`config.mk`:
```
export PLATFORM = sky130hd
export DESIGN_NAME = lsp_serial_port
export DESIGN_NICKNAME = d
export VERILOG_FILES = /design/src/core/lsp_pkg.sv /design/src/core/lsp_baud_gen.sv /design/src/core/lsp_rx_front.sv /design/src/core/lsp_serial_port.sv
export VERILOG_INCLUDE_DIRS = /design/src /design/src/core
export SDC_FILE = /design/constraint.sdc
export NUM_CORES = 1
export LEC_CHECK = 0
export ABC_CLOCK_PERIOD_IN_PS = 17200
export BUFFER_PORTS_ARGS = -buffer_cell sky130_fd_sc_hd__buf_2
export CAP_MARGIN = 40
export CORE_UTILIZATION = 60
export DETAILED_ROUTE_END_ITERATION = 8
export PLACE_DENSITY = 0.82
export SETUP_SLACK_MARGIN = 0.5
export SLEW_MARGIN = 40
export SYNTH_ARGS = -nofsm -noshare
export SYNTH_HDL_FRONTEND = slang
export SYNTH_SLANG_ARGS = --single-unit
```
`constraint.sdc`:
```
create_clock -name mclk_in -period 17.2 [get_ports mclk_in]
set_input_delay 0 -clock mclk_in [delete_from_list [all_inputs] [get_ports mclk_in]]
set_output_delay 0 -clock mclk_in [all_outputs]
set_load 0.1 [all_outputs]
```
`src/core/lsp_params.svh`:
```
// Constants of the LIN capable serial port: offsets, field positions, counts.
// Assumes inclusion by bare name from the serial port core, the only file that includes it.
`ifndef LSP_PARAMS_SVH
`define LSP_PARAMS_SVH
// ----------------------------------------------------------------------
// Register offsets
// ----------------------------------------------------------------------
`define LSP_A_BDH 4'h0
`define LSP_A_BDL 4'h1
`define LSP_A_STAT 4'h2
`define LSP_A_CTRL2 4'h3
`define LSP_A_CTRL3 4'h4
`define LSP_A_STAT2 4'h5
`define LSP_A_DATA 4'h6
`define LSP_A_CLR 4'h7
`define LSP_A_CTRL1 4'h8
// ----------------------------------------------------------------------
// Field positions (status and clear register share them)
// ----------------------------------------------------------------------
`define LSP_F_TE 7
`define LSP_F_TF 6
`define LSP_F_RI 5
`define LSP_F_ID 4
`define LSP_F_RO 3
`define LSP_F_NF 2
`define LSP_F_FE 1
`define LSP_F_PE 0
`define LSP_F_BKF 7
`define LSP_F_EDF 6
`define LSP_RST_DATA 8'hFF
// ----------------------------------------------------------------------
// Timing counts
// ----------------------------------------------------------------------
`define LSP_RT_S3 4'h3
`define LSP_RT_S5 4'h5
`define LSP_RT_S7 4'h7
`define LSP_RT_S8 4'h8
`define LSP_RT_S9 4'h9
`define LSP_RT_S10 4'hA
`define LSP_RT_LAST 4'hF
`define LSP_FRAME_BASE 4'hA
`define LSP_BRK_LONG 4'hD
`define LSP_BRKDET_BASE 4'hB
`define LSP_AB_EDGES 3'h5
`define LSP_AB_SHIFT 7
`define LSP_AB_MAX 20'hF_FFFF
`define LSP_MATCH_LO 3'h3
`define LSP_MATCH_HI 3'h7
`define LSP_MATCH_DEN 3'h5
`endif

```
`src/core/lsp_pkg.sv`:
```
// Types shared by the serial port files.
// Assumes nothing beyond a SystemVerilog compiler.
package lsp_pkg;
  typedef enum logic [3:0] {
    LSP_RX_IDLE = 4'b0001,
    LSP_RX_START = 4'b0010,
    LSP_RX_DATA = 4'b0100,
    LSP_RX_STOP = 4'b1000
  } lsp_rx_e;
  typedef enum logic [1:0] {
    LSP_TX_IDLE = 2'b01,
    LSP_TX_BUSY = 2'b10
  } lsp_tx_e;
  // Frame length grows by one bit each for nine-bit mode and two stops
  function automatic logic [3:0] lsp_frame_bits(input logic [3:0] base, input logic dm,
                                                input logic sm);
    lsp_frame_bits = base + {3'h0, dm} + {3'h0, sm};
  endfunction
endpackage

```
`src/core/lsp_baud_gen.sv`:
```
// Baud tick generator: one pulse every div_in clocks, the 16x sample rate.
// Assumes div_in is stable except around restart_in.
`timescale 1ns/1ns
module lsp_baud_gen (
  input wire logic mclk_in,
  input wire logic sys_rst_in,
  input wire logic [12:0] div_in,
  input wire logic restart_in,
  output logic tick_out
);
  import lsp_pkg::*;
  typedef struct packed {
    logic [12:0] cnt;
  } lsp_bg_s;
  lsp_bg_s s;
  lsp_bg_s next_s;
  always_comb begin
    next_s = s;
    tick_out = 1'b0;
    // Zero divisor holds the count at zero with no tick; a restart realigns on the new value
    if (restart_in || div_in == 13'h0) begin
      next_s.cnt = 13'h0;
    end else if (s.cnt == div_in - 13'h1) begin
      next_s.cnt = 13'h0;
      tick_out = 1'b1;
    end else begin
      next_s.cnt = s.cnt + 13'h1;
    end
  end
  always_ff @(posedge mclk_in or posedge sys_rst_in) begin
    if (sys_rst_in) begin
      s <= '0;
    end else begin
      s <= next_s;
    end
  end
endmodule

```
`src/core/lsp_rx_front.sv`:
```
// Receive front end: two-stage synchroniser and 16x falling edge search.
// Assumes pin_in may be asynchronous; tick_in is a one-cycle 16x pulse.
`timescale 1ns/1ns
module lsp_rx_front (
  input wire logic mclk_in,
  input wire logic sys_rst_in,
  input wire logic pin_in,
  input wire logic tick_in,
  output logic level_out,
  output logic fall_out
);
  import lsp_pkg::*;
  typedef struct packed {
    logic s1;
    logic s2;
    logic [2:0] hist;
  } lsp_fe_s;
  lsp_fe_s s;
  lsp_fe_s next_s;
  always_comb begin
    next_s = s;
    next_s.s1 = pin_in;
    next_s.s2 = s.s1;
    if (tick_in) begin
      next_s.hist = {s.hist[1:0], s.s2};
    end
    level_out = s.s2;
    // A low sample after three high ones marks an edge
    fall_out = tick_in && !s.s2 && (&s.hist);
  end
  always_ff @(posedge mclk_in or posedge sys_rst_in) begin
    if (sys_rst_in) begin
      s <= 5'b11111;
    end else begin
      s <= next_s;
    end
  end
endmodule

```
`src/core/lsp_serial_port.sv`:
```
// Serial port core: registers, transmitter, receiver, rate matching.
// Assumes a single-clock register master and asynchronous serial pins.
//
// The register offsets and the strobed register port were left to the implementer.
`timescale 1ns/1ns
`include "lsp_params.svh"
//
// Operation
// - Baud tick every 13-bit divisor clocks; zero divisor gives no tick.
// - Writing either divisor register restarts the baud counter.
// - Rate match times start fall to eighth bit fall, loads divisor.
// - Sync character is received normally; deviation above 40% fails.
// - Transmit line idles high; inversion flips the whole output.
// - Enable 0-1 queues preamble, break 1-0 queues break, data queues data.
// - Preamble is high for 10, 11 or 12 bit times.
// - Disabling finishes the current character and drops the queue.
// - Data frame: start, 8 or 9 data bits, one or two stops.
// - Buffer-vacant flag sets on shifter load and on enable rising.
// - Break is low 10 or 13 bits plus options; requeued if still set.
// - Nothing pending after last stop: complete flag, idle, line high.
// - Received character goes to buffer or sets overrun; input invertible.
// - Break detect counts low bit times; rising edge clears the count.
// - Idle detect arms after first full, counts high bit times.
// - Break flag independent of data; disabled means breaks are ignored.
// - Sample at 16x; edge is a low after three highs.
// - Start accepted if two of slots 3, 5, 7 are low.
// - Bit value is majority of slots 8-10; disagreements set noise.
// - Sleep blocks receive flags; idle or address mark wakes.
// - Loop and single-wire modes reroute the receive input.
// - Low receive level wakes the system when the port, receiver and edge enables are set.
// - Writing 1 to the clear register clears the matching flag.
module lsp_serial_port (
  input wire logic mclk_in,
  input wire logic sys_rst_in,
  input wire logic [3:0] addr_in,
  input wire logic [7:0] wr_data_in,
  input wire logic wr_in,
  input wire logic rd_in,
  output logic [7:0] rd_data_out,
  input wire logic rxd_in,
  input wire logic txd_in,
  output logic txd_out,
  output logic txd_oe_out,
  output logic wake_out
);
  import lsp_pkg::*;
  typedef struct packed {
    logic [4:0] bdh;
    logic [7:0] bdl;
    logic ten, ren, rwu, brk, ninth_tx_bit, dir, tinv, rinv, rwis, isel, wsel;
    logic bk_ie, edge_ie, bk_size, bk_en;
    logic cyc, stop2, sgl, dm, pen, psel, rm, en;
    logic te, tf, ri, idl, ro, nf, fe, pe, bkf, edf;
    lsp_tx_e txs;
    logic [3:0] tsub;
    logic [3:0] tleft;
    logic [12:0] tsh;
    logic pend_pre, pend_brk, pend_dat;
    logic [7:0] tbuf;
    logic txl, txoe;
    lsp_rx_e rxs;
    logic [3:0] rt;
    logic [1:0] zc;
    logic noise;
    logic [2:0] vot;
    logic [3:0] ridx;
    logic [8:0] rsh;
    logic [7:0] rbuf;
    logic ninth_rx_bit, seen_full;
    logic [7:0] lowcnt;
    logic bk_hold;
    logic [7:0] hicnt;
    logic id_hold;
    logic ab_run;
    logic [2:0] ab_edges;
    logic [19:0] ab_cnt;
    logic lvl_d;
    logic [7:0] rdat;
    logic wake;
  } lsp_core_s;
  lsp_core_s s;
  lsp_core_s next_s;
  logic tick, level, fall, raw_rx, bd_restart, ab_load;
  logic [12:0] ab_div;
  // ----------------------------------------------------------------------
  // Baud generation and receive path
  // ----------------------------------------------------------------------
  lsp_baud_gen u_baud (
    .mclk_in(mclk_in),
    .sys_rst_in(sys_rst_in),
    .div_in({s.bdh, s.bdl}),
    .restart_in(bd_restart),
    .tick_out(tick)
  );
  // Loop mode takes the internal line; single wire listens on the tx pin, or on the internal line when dir is set
  always_comb begin
    if (s.cyc && !s.sgl) begin
      raw_rx = s.txl ^ s.tinv;
    end else if (s.cyc && s.sgl) begin
      raw_rx = (s.dir ? s.txl : txd_in) ^ s.rinv;
    end else begin
      raw_rx = rxd_in ^ s.rinv;
    end
  end
  lsp_rx_front u_front (
    .mclk_in(mclk_in),
    .sys_rst_in(sys_rst_in),
    .pin_in(raw_rx),
    .tick_in(tick),
    .level_out(level),
    .fall_out(fall)
  );
  assign bd_restart = (wr_in && (addr_in == `LSP_A_BDH || addr_in == `LSP_A_BDL))
                      || ab_load;
  assign ab_div = s.ab_cnt[19:`LSP_AB_SHIFT];
  // ----------------------------------------------------------------------
  // Next state
  // ----------------------------------------------------------------------
  always_comb begin
    logic [3:0] rt_n;
    logic [15:0] old5;
    logic [15:0] new5;
    logic maj, msb, wr_ok, fin;
    logic [7:0] chr;
    logic [12:0] fr;
    next_s = s;
    rt_n = s.rt + 4'h1;
    old5 = 16'h0;
    new5 = 16'h0;
    maj = 1'b0;
    msb = 1'b0;
    wr_ok = 1'b0;
    fin = 1'b0;
    chr = 8'h0;
    fr = 13'h1FFF;
    ab_load = 1'b0;
    // Register writes; clears go first so that same-cycle events win
    if (wr_in) begin
      case (addr_in)
        `LSP_A_BDH: next_s.bdh = wr_data_in[4:0];
        `LSP_A_BDL: next_s.bdl = wr_data_in;
        `LSP_A_CTRL2: begin
          next_s.ten = wr_data_in[3];
          next_s.ren = wr_data_in[2];
          next_s.rwu = wr_data_in[1];
          next_s.brk = wr_data_in[0];
          if (!s.ten && wr_data_in[3]) begin
            next_s.pend_pre = 1'b1;
            next_s.te = 1'b1;
          end
          if (s.ten && !wr_data_in[3]) begin
            next_s.pend_pre = 1'b0;
            next_s.pend_brk = 1'b0;
            next_s.pend_dat = 1'b0;
          end
          if (s.brk && !wr_data_in[0]) begin
            next_s.pend_brk = 1'b1;
          end
        end
        `LSP_A_CTRL3: begin
          next_s.ninth_tx_bit = wr_data_in[6];
          next_s.dir = wr_data_in[5];
          next_s.tinv = wr_data_in[4];
          next_s.rinv = wr_data_in[3];
          next_s.rwis = wr_data_in[2];
          next_s.isel = wr_data_in[1];
          next_s.wsel = wr_data_in[0];
        end
        `LSP_A_STAT2: begin
          next_s.bkf = s.bkf && !wr_data_in[`LSP_F_BKF];
          next_s.edf = s.edf && !wr_data_in[`LSP_F_EDF];
          next_s.bk_ie = wr_data_in[3];
          next_s.edge_ie = wr_data_in[2];
          next_s.bk_size = wr_data_in[1];
          next_s.bk_en = wr_data_in[0];
        end
        `LSP_A_DATA: begin
          next_s.tbuf = wr_data_in;
          next_s.pend_dat = 1'b1;
        end
        `LSP_A_CLR: begin
          next_s.te = s.te && !wr_data_in[`LSP_F_TE];
          next_s.tf = s.tf && !wr_data_in[`LSP_F_TF];
          next_s.ri = s.ri && !wr_data_in[`LSP_F_RI];
          next_s.idl = s.idl && !wr_data_in[`LSP_F_ID];
          next_s.ro = s.ro && !wr_data_in[`LSP_F_RO];
          next_s.nf = s.nf && !wr_data_in[`LSP_F_NF];
          next_s.fe = s.fe && !wr_data_in[`LSP_F_FE];
          next_s.pe = s.pe && !wr_data_in[`LSP_F_PE];
        end
        `LSP_A_CTRL1: begin
          {next_s.cyc, next_s.stop2, next_s.sgl, next_s.dm} = wr_data_in[7:4];
          {next_s.pen, next_s.psel, next_s.rm, next_s.en} = wr_data_in[3:0];
        end
        default: begin
        end
      endcase
    end
    // ----------------------------------------------------------------------
    // Transmitter
    // ----------------------------------------------------------------------
    fin = s.txs == LSP_TX_BUSY && tick && s.tsub == `LSP_RT_LAST && s.tleft == 4'h1;
    if (s.txs == LSP_TX_BUSY && tick && !fin) begin
      next_s.tsub = s.tsub + 4'h1;
      if (s.tsub == `LSP_RT_LAST) begin
        next_s.tsh = {s.tsh[12], s.tsh[12:1]};
        next_s.tleft = s.tleft - 4'h1;
      end
    end
    if (s.ten && s.en && (s.txs == LSP_TX_IDLE || fin)) begin
      next_s.txs = LSP_TX_BUSY;
      next_s.tsub = 4'h0;
      if (s.pend_pre) begin
        next_s.pend_pre = 1'b0;
        next_s.tsh = 13'h1FFF;
        next_s.tleft = lsp_frame_bits(`LSP_FRAME_BASE, s.dm, s.stop2);
      end else if (s.pend_brk) begin
        next_s.pend_brk = s.brk;
        next_s.tsh = 13'h0;
        next_s.tleft = lsp_frame_bits(s.bk_size ? `LSP_BRK_LONG : `LSP_FRAME_BASE,
                                      s.dm, s.stop2);
      end else if (s.pend_dat) begin
        fr[8:1] = s.tbuf;
        fr[0] = 1'b0;
        if (s.dm) begin
          fr[9] = s.ninth_tx_bit;
        end
        next_s.pend_dat = 1'b0;
        next_s.te = 1'b1;
        next_s.tsh = fr;
        next_s.tleft = lsp_frame_bits(`LSP_FRAME_BASE, s.dm, s.stop2);
      end else if (fin) begin
        next_s.txs = LSP_TX_IDLE;
        next_s.tf = 1'b1;
      end else begin
        next_s.txs = LSP_TX_IDLE;
      end
    end else if (fin) begin
      next_s.txs = LSP_TX_IDLE;
      next_s.tf = next_s.tf || !(s.pend_pre || s.pend_brk || s.pend_dat);
    end
    next_s.txl = (next_s.txs == LSP_TX_BUSY) ? next_s.tsh[0] : 1'b1;
    next_s.txoe = !(next_s.cyc && next_s.sgl && !next_s.dir);
    // ----------------------------------------------------------------------
    // Receiver
    // ----------------------------------------------------------------------
    if (!(s.ren && s.en)) begin
      next_s.rxs = LSP_RX_IDLE;
    end else if (tick) begin
      case (s.rxs)
        LSP_RX_IDLE: begin
          if (fall) begin
            next_s.rxs = LSP_RX_START;
            next_s.rt = 4'h1;
            next_s.zc = 2'h0;
            next_s.noise = 1'b0;
          end
        end
        LSP_RX_START: begin
          next_s.rt = rt_n;
          if (rt_n >= `LSP_RT_S3 && rt_n <= `LSP_RT_S10 && level) begin
            next_s.noise = 1'b1;
          end
          if ((rt_n == `LSP_RT_S3 || rt_n == `LSP_RT_S5 || rt_n == `LSP_RT_S7) && !level) begin
            next_s.zc = s.zc + 2'h1;
          end
          if (rt_n == `LSP_RT_S7 && (s.zc + {1'b0, !level}) < 2'h2) begin
            next_s.rxs = LSP_RX_IDLE;
          end
          if (rt_n == 4'h0) begin
            next_s.rxs = LSP_RX_DATA;
            next_s.ridx = 4'h0;
          end
        end
        LSP_RX_DATA, LSP_RX_STOP: begin
          next_s.rt = rt_n;
          if (rt_n >= `LSP_RT_S8 && rt_n <= `LSP_RT_S10) begin
            next_s.vot = {s.vot[1:0], level};
          end
          if (rt_n == `LSP_RT_S10) begin
            maj = (s.vot[1] & s.vot[0]) | (s.vot[1] & level) | (s.vot[0] & level);
            if (!(s.vot[1] == level && s.vot[0] == level)) begin
              next_s.noise = 1'b1;
            end
            if (s.rxs == LSP_RX_DATA) begin
              next_s.rsh = {maj, s.rsh[8:1]};
              next_s.ridx = s.ridx + 4'h1;
            end
          end
          if (s.rxs == LSP_RX_DATA && rt_n == 4'h0 && s.ridx == (s.dm ? 4'h9 : 4'h8)) begin
            next_s.rxs = LSP_RX_STOP;
          end
          if (s.rxs == LSP_RX_STOP && rt_n == `LSP_RT_S10) begin
            next_s.rxs = LSP_RX_IDLE;
            chr = s.dm ? s.rsh[7:0] : s.rsh[8:1];
            msb = s.dm ? s.rsh[8] : s.rsh[8];
            wr_ok = !s.rwu || (s.wsel && msb);
            if (s.rwu && s.wsel && msb) begin
              next_s.rwu = 1'b0;
            end
            if (wr_ok && !s.ri) begin
              next_s.rbuf = chr;
              next_s.ninth_rx_bit = s.rsh[8];
              next_s.ri = 1'b1;
              next_s.seen_full = 1'b1;
              next_s.nf = next_s.nf || next_s.noise;
              next_s.fe = next_s.fe || !maj;
            end else if (wr_ok) begin
              next_s.ro = 1'b1;
            end
          end
        end
        default: next_s.rxs = LSP_RX_IDLE;
      endcase
    end
    // Break detection runs beside data reception
    if (!s.bk_en) begin
      next_s.lowcnt = 8'h0;
      next_s.bk_hold = 1'b0;
    end else if (tick) begin
      if (level) begin
        next_s.lowcnt = 8'h0;
        next_s.bk_hold = 1'b0;
      end else if (!s.bk_hold) begin
        next_s.lowcnt = s.lowcnt + 8'h1;
        if (next_s.lowcnt == {lsp_frame_bits(`LSP_BRKDET_BASE, s.dm, s.stop2), 4'h0}) begin
          next_s.bk_hold = 1'b1;
          next_s.bkf = !s.rwu || next_s.bkf;
          next_s.ab_run = 1'b0;
        end
      end
    end
    // Idle line detection, armed once the buffer has filled
    if (tick && s.seen_full) begin
      if (!level) begin
        next_s.hicnt = 8'h0;
        next_s.id_hold = 1'b0;
      end else if (!s.id_hold && (!s.isel || s.rxs == LSP_RX_IDLE)) begin
        next_s.hicnt = s.hicnt + 8'h1;
        if (next_s.hicnt == {lsp_frame_bits(`LSP_FRAME_BASE, s.dm, s.stop2), 4'h0}) begin
          next_s.id_hold = 1'b1;
          if (!s.rwu || s.rwis) begin
            next_s.idl = 1'b1;
          end
          if (s.rwu && !s.wsel) begin
            next_s.rwu = 1'b0;
          end
        end
      end
    end
    // ----------------------------------------------------------------------
    // Rate matching on the 0x55 sync character
    // ----------------------------------------------------------------------
    next_s.lvl_d = level;
    if (!s.rm) begin
      next_s.ab_run = 1'b0;
    end else if (s.lvl_d && !level) begin
      if (!s.ab_run && s.rxs == LSP_RX_IDLE) begin
        next_s.ab_run = 1'b1;
        next_s.ab_cnt = 20'h0;
        next_s.ab_edges = 3'h1;
      end else if (s.ab_run) begin
        next_s.ab_edges = s.ab_edges + 3'h1;
        if (next_s.ab_edges == `LSP_AB_EDGES) begin
          next_s.ab_run = 1'b0;
          old5 = 16'({s.bdh, s.bdl}) * 16'(`LSP_MATCH_DEN);
          new5 = 16'(ab_div) * 16'(`LSP_MATCH_DEN);
          if (ab_div != 13'h0 && ({s.bdh, s.bdl} == 13'h0 ||
              (new5 >= 16'({s.bdh, s.bdl}) * 16'(`LSP_MATCH_LO) &&
               new5 <= 16'({s.bdh, s.bdl}) * 16'(`LSP_MATCH_HI)))) begin
            ab_load = 1'b1;
            {next_s.bdh, next_s.bdl} = ab_div;
          end
        end
      end
    end else if (s.ab_run) begin
      if (s.ab_cnt == `LSP_AB_MAX) begin
        next_s.ab_run = 1'b0; // Far too slow to be a sync character
      end else begin
        next_s.ab_cnt = s.ab_cnt + 20'h1;
      end
    end
    if (s.lvl_d && !level) begin
      next_s.edf = 1'b1;
    end
    next_s.wake = s.en && s.ren && s.edge_ie && !level;
    // ----------------------------------------------------------------------
    // Read port: data stands one cycle after the strobe
    // ----------------------------------------------------------------------
    next_s.rdat = 8'h0;
    if (rd_in) begin
      case (addr_in)
        `LSP_A_BDH: next_s.rdat = {3'h0, s.bdh};
        `LSP_A_BDL: next_s.rdat = s.bdl;
        `LSP_A_STAT: next_s.rdat = {s.te, s.tf, s.ri, s.idl, s.ro, s.nf, s.fe, s.pe};
        `LSP_A_CTRL2: next_s.rdat = {4'h0, s.ten, s.ren, s.rwu, s.brk};
        `LSP_A_CTRL3: next_s.rdat = {s.ninth_rx_bit, s.ninth_tx_bit, s.dir, s.tinv, s.rinv,
                                     s.rwis, s.isel, s.wsel};
        `LSP_A_STAT2: next_s.rdat = {s.bkf, s.edf, s.rxs != LSP_RX_IDLE, 1'b0,
                                     s.bk_ie, s.edge_ie, s.bk_size, s.bk_en};
        `LSP_A_DATA: next_s.rdat = s.rbuf;
        `LSP_A_CTRL1: next_s.rdat = {s.cyc, s.stop2, s.sgl, s.dm, s.pen, s.psel, s.rm, s.en};
        default: next_s.rdat = 8'h0;
      endcase
    end
  end
  // ----------------------------------------------------------------------
  // State register
  // ----------------------------------------------------------------------
  always_ff @(posedge mclk_in or posedge sys_rst_in) begin
    if (sys_rst_in) begin
      s <= '0;
      s.txs <= LSP_TX_IDLE;
      s.rxs <= LSP_RX_IDLE;
      s.txl <= 1'b1;
      s.txoe <= 1'b1;
      s.lvl_d <= 1'b1;
      s.rbuf <= `LSP_RST_DATA;
      s.tbuf <= `LSP_RST_DATA;
      s.tsh <= 13'h1FFF;
    end else begin
      s <= next_s;
    end
  end
  assign rd_data_out = s.rdat;
  // Inversion is applied before a separate output flop, which registers the next line value xor the next invert bit
  always_ff @(posedge mclk_in or posedge sys_rst_in) begin
    if (sys_rst_in) begin
      txd_out <= 1'b1;
    end else begin
      txd_out <= next_s.txl ^ next_s.tinv;
    end
  end
  assign txd_oe_out = s.txoe;
  assign wake_out = s.wake;
endmodule

```
==> run metrics, run 1 <==
# rows 53; DR vias 10,700; Period minus WS final 6.448 ns; setup TNS 0 ns; Synth Area per Inst about 9.3 sq um; fin nets 1,558; relative slew slack between 40 and 50%; CTS root buf clkbuf_16; Total Power 1.548 mW; Synth Register Bits 189; Peak VDD IR ~0.00006 V; Gate Count Post-Synth about 1,400; Final period util 37.49%; Clk pin slew, worst setup/hold paths around 0.080 ns; Setup Crit Path Kind reg2reg; PD cells ~110 nW/um^2; WP data arrival 6.78 ns; H-tree depth 4; synth-to-layout area growth 7.738%; Max Fanout on Critical Path 21; Max-Cap Viols 0; number of DRC markers in iteration 0 909; HPWL after DPL 23,810 microns; CTS tree done; initial antenna violation count 3; routability cong. ~0.95; wirelength, routed 32,840 microns; status complete, no violations; Bufs on Longest Clock Path 2; Post-synth top cells dfrtp_1 (149), nor2_1 (136), nand2_1 (121); total CTS buffers 17; first-pass GRT wire length 52,560 microns; largest net degree at the start of global routing 107; vias in the first global route 10,200; Cell variety after synth 79; Final setup viols 0; ys async rst share 100.0%; I/O Buffers 28; post-route DRC violation count 0; fin. max-slew vios 0; Seq/Total Area, Yosys 36.77%; Synth area leaders dfrtp_1 (29%), ha_1 (11%), dfstp_2 (8.1%), o21ai_0 (4.0%), nor2_1 (3.9%); top-area cell type share of the netlist area 28.68%; Worst setup SP type flip-flop; leak pwr ~6.3 nW; DR pass1 iterations 7; Antenna Nets Post-Route 0; Ys Warns 0; GRT overflow 0; final hold vios 0; vias per cell between 6 and 7; Core ar. 21,150 sq um; clock sinks 189; Synth Cell Area 13,000 sq um; share of post-route cells with drive strength above 1 between 10% and 20%; FMAX 155.1 MHz; Least-Margin Pin Slew ~0.81 ns; top-count cell post-synth dfrtp_1; Clk Latency, worst-skew pair 0.45 ns; syn nets 1,552; Post-synth EDFFs 0; die extent in x around 150 microns; RSZ-0062 raised after global routing false; Primary FF master, synth dfrtp_1; I/O Pins 29; clk_skew about 0.015 ns; GRT Util Overall just over 30%; HP Class in2reg; crit end category flip-flop; WL/cell 19.31 microns; post-synth top area cell dfrtp_1; Initial Utilization 61.45%; die area approximately 22,000 sq um; Die Y roughly 150 microns; Worst EP required 17.53 ns
metrics by stage:
stage	utilization (%)	worst slack (ns)	cells	instance area (sq um)	hold WS (ns)
3_5_place_dp	62.87	10.83	1656	13300	0.1947
4_1_cts	65.90	10.80	1697	13940	0.01336
5_1_grt	66.21	10.27	1701	14010	0.06423
6_report	66.21	10.75	1701	14010	0.03685
3_3_place_gp	62.77	11.03	1656	13280	0.1843
2_1_floorplan	-	11.65	1405	13000	0.1017
path summary, 6_finish.rpt:
kind / startpoint / to / slack [ns] / cells past startpoint
setup / recovery: s[160]$_DFF_PP0_ / s[53]$_DFFE_PP0P_ / 10.75 / 20
hold / removal: wr_data_in[3] / s[157]$_DFFE_PP0P_ / 0.04 / 3
setup reg to reg: s[160]$_DFF_PP0_ / s[53]$_DFFE_PP0P_ / 10.75 / 20
hold reg to reg: u_front.next_s[3]$_DFF_PP1_ / u_front.level_out$_DFF_PP1_ / 0.36 / 0
max in group asynchronous: sys_rst_in / u_front.level_out$_DFF_PP1_ / 16.09 / 5
min in group asynchronous: sys_rst_in / ab_div[8]$_DFFE_PP0P_ / 0.11 / 3
cell usage in the layout, fill, tap and decap left out, types with 7 or more instances in the layout:
cell	Yosys	layout
nand4_1	20	20
nor4_1	12	11
o21a_1	7	7
nand3_1	45	45
inv_1	78	77
a21o_1	7	7
xnor2_1	47	47
nor2_1	136	136
buf_2	9	28
mux2_2	36	36
o31ai_1	14	14
a211oi_1	8	8
mux2i_1	44	44
nor2b_1	18	17
or3_1	7	7
o21ai_0	105	105
o22ai_1	12	12
fa_1	16	16
nand2b_1	20	20
dfstp_2	40	40
and3_1	11	11
dlygate4sd3_1	0	9
dfrtp_1	149	149
clkbuf_16	0	17
xor2_1	50	50
nand2_1	121	121
a22o_1	11	11
a31oi_1	11	11
a21oi_1	80	80
nor3_1	15	14
and2_1	7	7
ha_1	113	113
cell type report:
class | count | area (sq um)
diodes | 2 | 5.005
clock buffers | 19 | 442.9
clock inverters | 13 | 106.4
fillers | 1634 | 7148
inverters | 79 | 304.0
multi-input cells | 1079 | 7690
flip-flops and latches | 189 | 4780
well taps | 275 | 344.1
repair buffers | 45 | 334.1
per-layer routing:
metal  global-route usage [%]  vias up  wire [microns]
li1                         -     4995               -
met1                    43.24     5188           14620
met2                    45.84      443           14860
met3                    6.300       69            2532
met4                    10.87        2             810
met5                        0        -              13
state kept, by name, indices dropped and copies added (netlist names):
signal,cells
rd_data_out,8
s,147
txd_oe_out,1
u_front.s,3
wake_out,1
u_baud.s,13
txd_out,1
u_front.next_s,1
ab_div,13
u_front.level_out,1
logic make-up (layout without fill, tap and decap cells):
family,after synthesis,count (layout),share of synthesized area [%]
fa+ha+maj,129,129,13.34
simple gates,447,447,16.62
buf+inv,137,156,4.302
xor+xnor,97,97,6.535
flops,189,189,36.77
compound gates,325,325,15.76
other cells,0,2,0
mux,81,81,6.679
worst max-delay path, stage by stage (launching register included):
cell and delay [ns]:
dfrtp_1 0.59, fa_1 0.50, ha_1 0.31, a21o_1 0.18
a21oi_1 0.22, o21ai_0 0.11, a21oi_1 0.20, nand2b_1 0.13
a21oi_1 0.08, o31a_1 0.26, o41ai_1 0.42, xnor2_1 0.13
ha_1 0.34, nand4_1 0.17, a2111o_1 0.42, a31oi_1 0.32
a311oi_4 0.18, or3b_1 0.77, nor4b_2 0.37, buf_4 0.29
mux2_2 0.36
timing repair:
action                    4_1_cts  5_1_grt
resized for setup               0        0
hold endpoints to repair      116        0
hold buffers                    9        0
buffers inserted                0        0
where the power goes:
part           switching (mW)  internal [mW]  total [mW]
Sequential             0.0816          0.492       0.573
Combinational           0.346          0.252       0.597
Clock                   0.185          0.192       0.377
Total                   0.612          0.936        1.55
(Power assumes the default switching activity.)
==> inputs of run 2 (changes only) <==
--- a/config.mk
+++ b/config.mk
@@ -6,7 +6,8 @@
 export SDC_FILE = /design/constraint.sdc
 export NUM_CORES = 1
 export LEC_CHECK = 0
-export ABC_CLOCK_PERIOD_IN_PS = 17200
+export ABC_AREA = 1
+export ABC_CLOCK_PERIOD_IN_PS = 6400
 export BUFFER_PORTS_ARGS = -buffer_cell sky130_fd_sc_hd__buf_2
 export CAP_MARGIN = 40
 export CORE_UTILIZATION = 60
==> constraint.sdc (replaced) <==
create_clock -name mclk_in -period 6.4 [get_ports mclk_in]
set_input_delay 0 -clock mclk_in [delete_from_list [all_inputs] [get_ports mclk_in]]
set_output_delay 0 -clock mclk_in [all_outputs]
set_load 0.1 [all_outputs]
==> run 2 against run 1 <==
  * Largest cell class unchanged
  * Sequential cell count did not move
  * Clock skew down 0.0023 ns
  * Synthesized cell count is 21% higher
  * Largest power group unchanged
  * Global-route usage up 0.22 points
  * Sequential share of layout area decreased by 0.99 points
  * Critical path depth grew 12
  * Total power rose to 2.9 times the previous value
  * Highest routed layer is now met4
==> run metrics, run 2 <==
Top Layer Used met4; Antenna Nets Post-Route 0 (unchanged); initial antenna violation count 1 (-2); top-count cell post-synth nand2_1; DR pass1 iterations 6 (-1); Clock Power Share 24.2% (-0.2 points); FMAX 183.5 MHz (+18%); CTS root buf clkbuf_16; Ys Warns 0 (unchanged); # rows 54 (+1.9%); Setup Crit Path Kind reg2reg; Fill cells 1,764 (+8.0%); Cell variety after synth 69 (-13%); Core ar. 21,760 sq um (+2.8%); clock sinks 189 (unchanged); number of DRC markers in iteration 0 934 (+2.8%); CP dominant cell by count nand2_1; setup TNS 0 ns (unchanged); Final period util 85.13% (+48 points); Net Sw Frac 41.57% (+2.0 points); vias per cell 5.791 (-7.9%); Seq/Total Area, Yosys 35.97% (-0.80 points); I/O Buffers 28 (unchanged); Buf+Inv Stages, Crit Path 3 (+2); Gate Count Post-Synth 1,699 (+21%); ys async rst share 100.0% (unchanged); Compound-Gate Fraction of Synth Area 14.48% (-1.3 points); XOR/XNOR Fraction of Synth Area 4.661% (-1.9 points); HPWL after DPL 25,070 microns (+5.3%); routability cong. 1.006 (+5.8%); leak pwr 7.098 nW (+13%); smallest hold slack 0.06078 ns (+0.02394 ns); Largest register FFs 147 (unchanged); status complete, no violations; met2 wire len 15,780 microns (+6.2%); RSZ-0062 raised after global routing false; Final setup viols 0 (unchanged); Bufs on Longest Clock Path 2 (unchanged); P_int 2.631 mW (+180%); Worst setup SP type flip-flop; pre-CTS setup slack 0.7811 ns (-10.05 ns); leading cell types in the layout, fill and taps excluded nand2_1 (347), inv_1 (249), nor2_1 (146), dfrtp_1 (146), o21ai_0 (126); crit end category flip-flop; first-pass GRT wire length 54,070 microns (+2.9%); final hold vios 0 (unchanged); combinational power share 39.6% (+1.0 points); WL/cell 16.50 microns (-15%); Synth area leaders dfrtp_1 (28%), ha_1 (11%), nand2_1 (9.8%), dfstp_2 (7.9%), inv_1 (7.1%); Clk Latency, worst-skew pair 0.45 ns (about the same); largest family of logic cells by synthesized area simple AND/OR/NAND/NOR gates; M1 wire length 14,110 microns (-3.5%); I/O Pins 29 (unchanged); fin. max-slew vios 0 (unchanged); Post-synth top cells nand2_1 (347), inv_1 (250), dfrtp_1 (149); WP data arrival 5.77 ns (-1.01 ns); post-synth top area cell dfrtp_1; area of the multi-input gates 7386 sq um (-4.0%); post-route DRC violation count 0 (unchanged); die extent in x 150.8 microns (+1.1%); PD cells 311.8 nW/um^2 (+180%); Primary FF master, synth dfrtp_1; clk_skew 0.01312 ns (-0.002325 ns); HP Class in2reg; Die Y 150.8 microns (+1.1%); Slowest Stage Delay on Critical Path 0.55 ns (-0.22 ns); synth-to-layout area growth 8.643%; CTS tree done; synthesized-area fraction occupied by adder cells 13.05% (-0.29 points); Least-Margin Pin Slew 0.8003 ns (-0.009717 ns); Reg power frac 36.2% (-0.8 points); most common cell after layout, fill and taps aside nand2_1; die area 22,750 sq um (+2.2%); vias in the first global route 11,200 (+9.8%); Period minus WS final 5.448 ns (-0.9994 ns); Met3 Routed Length 2417 microns (-4.5%); Synth Area per Inst 7.822 sq um (-15%); H-tree depth 4 (unchanged); fin nets 1,883 (+21%); Max-Cap Viols 0 (unchanged); CP max stage cell fa_1; GRT overflow 0 (unchanged); largest net degree at the start of global routing 114 (+6.5%); Synth Area in Simple Gates 23.11% (+6.5 points); Reg area 4783 sq um (about the same); GRT Util Overall 30.65% (+0.22 points); Post-synth EDFFs 0 (unchanged); Switching Power 1.871 mW (+210%); total CTS buffers 17 (unchanged); Peak VDD IR 0.0002083 V (+250%); Max Fanout on Critical Path 9 (-57%); wirelength, routed 33,490 microns (+2.0%); Synth Cell Area 13,290 sq um (+2.2%); Initial Utilization 61.08% (-0.37 points); Worst EP required 6.73 ns (-10.80 ns); Biggest register s; DR vias 11,760 (+9.9%); syn nets 1,846 (+19%); top-area cell type share of the netlist area 28.06% (-0.62 points); Clk pin slew, worst setup/hold paths 0.08 ns (about the same); setup ws final 0.9517 ns (-9.801 ns); share of post-route cells with drive strength above 1 10.52% (-1.3 points); CP top delay family simple AND/OR/NAND/NOR gates; Synth Register Bits 189 (unchanged); mux cell area share after synthesis 0.07532% (-6.6 points); relative slew slack 46.29% (+1.7 points)
==> run 2: cell types whose count changed after synthesis, sizes merged, moves of 25 or more <==
| cell | previous run | this run |
|---|---|---|
| nand3 | 45 | 76 |
| nand2 | 121 | 363 |
| o21ai | 109 | 167 |
| clkbuf | 37 | 12 |
| mux2i | 44 | 1 |
| mux2 | 36 | 0 |
| inv | 79 | 263 |
| nor2 | 137 | 162 |
==> run 2: stage by stage <==
| stage | cell area [sq um] | utilization, % | power [mW] | std cells |
|---|---|---|---|---|
| after floorplan | 13290 | - | 2.945 | 1699 |
| after global placement | 13660 | 62.78 | 3.282 | 1984 |
| after detailed placement | 13670 | 62.83 | 3.359 | 1984 |
| after CTS | 14390 | 66.12 | 4.461 | 2026 |
| after global routing | 14440 | 66.36 | 4.808 | 2030 |
| final | 14440 | 66.36 | 4.502 | 2030 |
==> run 2: path summary, 6_finish.rpt <==
check,slack (ns),startpoint,to,depth (start not counted)
setup / recovery,0.95,s[158]$_DFF_PP0_,s[33]$_DFF_PP0_,32
hold reg to reg,0.37,u_front.next_s[3]$_DFF_PP1_,u_front.level_out$_DFF_PP1_,0
setup reg to reg,0.95,s[158]$_DFF_PP0_,s[33]$_DFF_PP0_,32
min in group asynchronous,0.17,sys_rst_in,s[81]$_DFFE_PP0P_,3
hold / removal,0.06,rd_in,rd_data_out[4]$_DFF_PP0_,3
max in group asynchronous,5.13,sys_rst_in,s[132]$_DFF_PP0_,4
==> run 2: layer usage <==
| metal | track usage (%) | vias to the layer above |
|---|---|---|
| li1 | - | 5653 |
| met1 | 39.01 | 5590 |
| met2 | 50.28 | 428 |
| met3 | 6.657 | 84 |
| met4 | 13.25 | 0 |
| met5 | 0 | - |
==> run 2: layout make-up <==
type,instances,share of cell area [%]
clock inverter,14,1.144
antenna,1,0.01733
timing repair buffer,43,1.950
multi-input combinational,1219,51.16
inverter,266,7.054
sequential,189,33.13
tap,280,2.427
clock buffer,18,3.120
==> run 2: kinds of logic after synthesis <==
family,count (synthesis)
simple gates,683
compound gates,337
buf+inv,291
flops,189
fa+ha+maj,129
xor+xnor,69
mux,1
==> run 2: timing repair <==
action / CTS / global route
hold endpoints to repair: 118 / 0
hold buffers: 10 / 0
setup endpoints to repair: 0 / 78
buffers inserted: 0 / 3
gates resized for setup: 0 / 7
==> run 2: power groups by stage <==
stage,Sequential [mW],Combinational (mW),Clock (mW)
floorplan,1.59,1.35,0
global placement,1.63,1.65,0
detailed placement,1.64,1.72,0
CTS,1.62,1.74,1.10
global route,1.65,2.01,1.14
finish,1.63,1.78,1.09
==> run 2: worst min-delay path, cell delays in order <==
cell and delay, ns:
buf_2 0.12, inv_1 0.21, a21oi_1 0.12
==> inputs of run 3 (changes only) <==
--- a/config.mk
+++ b/config.mk
@@ -6,7 +6,6 @@
 export SDC_FILE = /design/constraint.sdc
 export NUM_CORES = 1
 export LEC_CHECK = 0
-export ABC_AREA = 1
 export ABC_CLOCK_PERIOD_IN_PS = 6400
 export BUFFER_PORTS_ARGS = -buffer_cell sky130_fd_sc_hd__buf_2
 export CAP_MARGIN = 40
==> run 3 against run 2 <==
  * Worst setup slack got worse by 0.17 ns
  * Clock power rose by 6%
  * Sequential share of layout area rose by 0.32 points
  * Global-route usage fell by 0.14 points
  * Maximum frequency fell by 3.1%
  * Critical endpoint is now s[53]$_DFFE_PP0P_
  * Register-to-register slack got worse by 0.17 ns
  * Clock skew rose by 0.0018 ns
  * Utilization rose by 1.2 points
  * Combinational power fell by 4%
==> run metrics, run 3 (synthesized netlist as in run 1, its figures left out) <==
largest net degree at the start of global routing 104 (-8.8%); DR vias 10,900 (-7.3%); Core Util, Final 67.60% (+1.2 points); Setup Crit Path Kind reg2reg; R2R Path Start s[159]$_DFF_PP0_; fin. max-slew vios 0 (unchanged); die area 22,260 sq um (-2.2%); Worst setup SP type flip-flop; CP endpoint s[53]$_DFFE_PP0P_; crit end category flip-flop; wirelength, routed 33,100 microns (-1.2%); CP Launch Point s[159]$_DFF_PP0_; Peak VDD IR 0.0001955 V (-6.2%); Final period util 87.85% (+2.7 points); DR pass1 iterations 7 (+1); die extent in x 149.2 microns (-1.1%); I/O Buffers 28 (unchanged); # rows 53 (-1.9%); PD cells 305.9 nW/um^2 (-1.9%); first-pass GRT wire length 53,200 microns (-1.6%); reg2reg path depth 20 (-38%); r2r endpoint s[53]$_DFFE_PP0P_; Biggest register s; HPWL after DPL 23,790 microns (-5.1%); Largest register FFs 147 (unchanged); CTS root buf clkbuf_16; share of post-route cells with drive strength above 1 14.16% (+3.6 points); setup TNS 0 ns (unchanged); relative slew slack 47.07% (+0.78 points); vias in the first global route 10,460 (-6.6%); HP Class in2reg; fin nets 1,575 (-16%); RSZ-0062 raised after global routing false; GRT overflow 0 (unchanged); CTS tree done; H-tree depth 4 (unchanged); Final setup viols 0 (unchanged); Initial Utilization 61.45% (+0.37 points); Worst EP required 6.72 ns (about the same); synth-to-layout area growth 10.00%; Bufs on Longest Clock Path 2 (unchanged); GRT Util Overall 30.51% (-0.14 points); R2R setup slack 0.78 ns (-0.17 ns); Clk Latency, worst-skew pair 0.44 ns (about the same); I/O Pins 29 (unchanged); vias per cell 6.346 (+9.6%); Max Fanout on Critical Path 7 (-2); Antenna Nets Post-Route 0 (unchanged); routability cong. 1.011 (+0.48%); WL/cell 19.27 microns (+17%); Core ar. 21,150 sq um (-2.8%); clock sinks 189 (unchanged); smallest hold slack 0.06470 ns (+0.003915 ns); FMAX 177.9 MHz (-3.1%); Period minus WS final 5.623 ns (+0.1742 ns); final hold vios 0 (unchanged); initial antenna violation count 3 (+2); Clk pin slew, worst setup/hold paths 0.07 ns (about the same); total CTS buffers 17 (unchanged); Max-Cap Viols 0 (unchanged); most common cell after layout, fill and taps aside dfrtp_1; post-route DRC violation count 0 (unchanged); Die Y 149.2 microns (-1.1%); clk_skew 0.01488 ns (+0.001751 ns); leak pwr 6.395 nW (-9.9%); WP data arrival 5.94 ns (+0.17 ns); leading cell types in the layout, fill and taps excluded dfrtp_1 (146), nor2_1 (135), nand2_1 (120), ha_1 (113), o21ai_0 (103); number of DRC markers in iteration 0 1,034 (+11%); Least-Margin Pin Slew 0.7829 ns (-0.01738 ns); status complete, no violations
## run 3: stage by stage
stage          total power, mW  std cells  area (sq um)  worst slack, ns
3_3_place_gp             3.048       1666         13350           0.5187
5_1_grt                  4.645       1718         14300           0.4527
3_5_place_dp             3.124       1666         13370           0.1402
2_1_floorplan            2.706       1405         13000           0.8474
6_report                 4.374       1718         14300           0.7775
4_1_cts                  4.286       1708         14130           0.5017
## run 3: final cells by class
| type | count | area, sq um |
|---|---|---|
| flip-flops and latches | 189 | 4783 |
| fillers | 1568 | 6854 |
| multi-input cells | 1079 | 7801 |
| clock inverters | 12 | 185.2 |
| clock buffers | 20 | 446.7 |
| inverters | 79 | 304.0 |
| repair buffers | 62 | 430.4 |
| well taps | 275 | 344.1 |
| diodes | 2 | 5.005 |
## run 3: how the worst min path moves through the flow
stage / from / to / cells after the start / slack (ns)
after detailed placement: sys_rst_in / ab_div[8]$_DFFE_PP0P_ / 2 / 0.19
after CTS: rd_in / rd_data_out[1]$_DFF_PP0_ / 3 / 0.05
after floorplan: wr_data_in[0] / s[127]$_DFFE_PP0P_ / 1 / 0.10
after global placement: sys_rst_in / s[13]$_DFFE_PP0P_ / 2 / 0.18
final: rd_in / rd_data_out[6]$_DFF_PP0_ / 3 / 0.06
after global routing: rd_in / rd_data_out[5]$_DFF_PP0_ / 3 / 0.1
## run 3: worst max-delay path, stage by stage (launching register included)
cell and delay [ns]:
dfrtp_2 0.46, fa_1 0.52, ha_1 0.31, a21o_1 0.19, a21oi_2 0.14, o21ai_0 0.09
a21oi_1 0.20, nand2b_1 0.15, a21oi_1 0.08, o31a_1 0.29, o41ai_4 0.26, xnor2_1 0.12
ha_1 0.32, nand4_1 0.15, a2111o_1 0.45, a31oi_4 0.23, a311oi_4 0.12, or3b_4 0.52
nor4b_4 0.40, buf_4 0.18, mux2_2 0.31
## run 3: repair_timing
item                                   in CTS  in global routing
setup buffers                               0                  8
hold buffers                               10                  0
gates resized for setup                     5                 23
endpoints found under the hold margin     104                  0
setup endpoints to repair                  50                 90
pin swaps                                   0                 11
## run 3: power by group
group	switching (mW)	internal [mW]	leakage (nW)
Sequential	0.189	1.32	2.36
Combinational	0.993	0.720	3.74
Clock	0.478	0.670	0.299
Total	1.66	2.71	6.40
## run 3: per-layer routing
metal	global-route usage, %	up-vias	share of wire, %
li1	-	5025	-
met1	42.16	5303	44
met2	47.65	487	46
met3	5.719	85	7.3
met4	11.22	2	3.1
met5	0	-	0.036
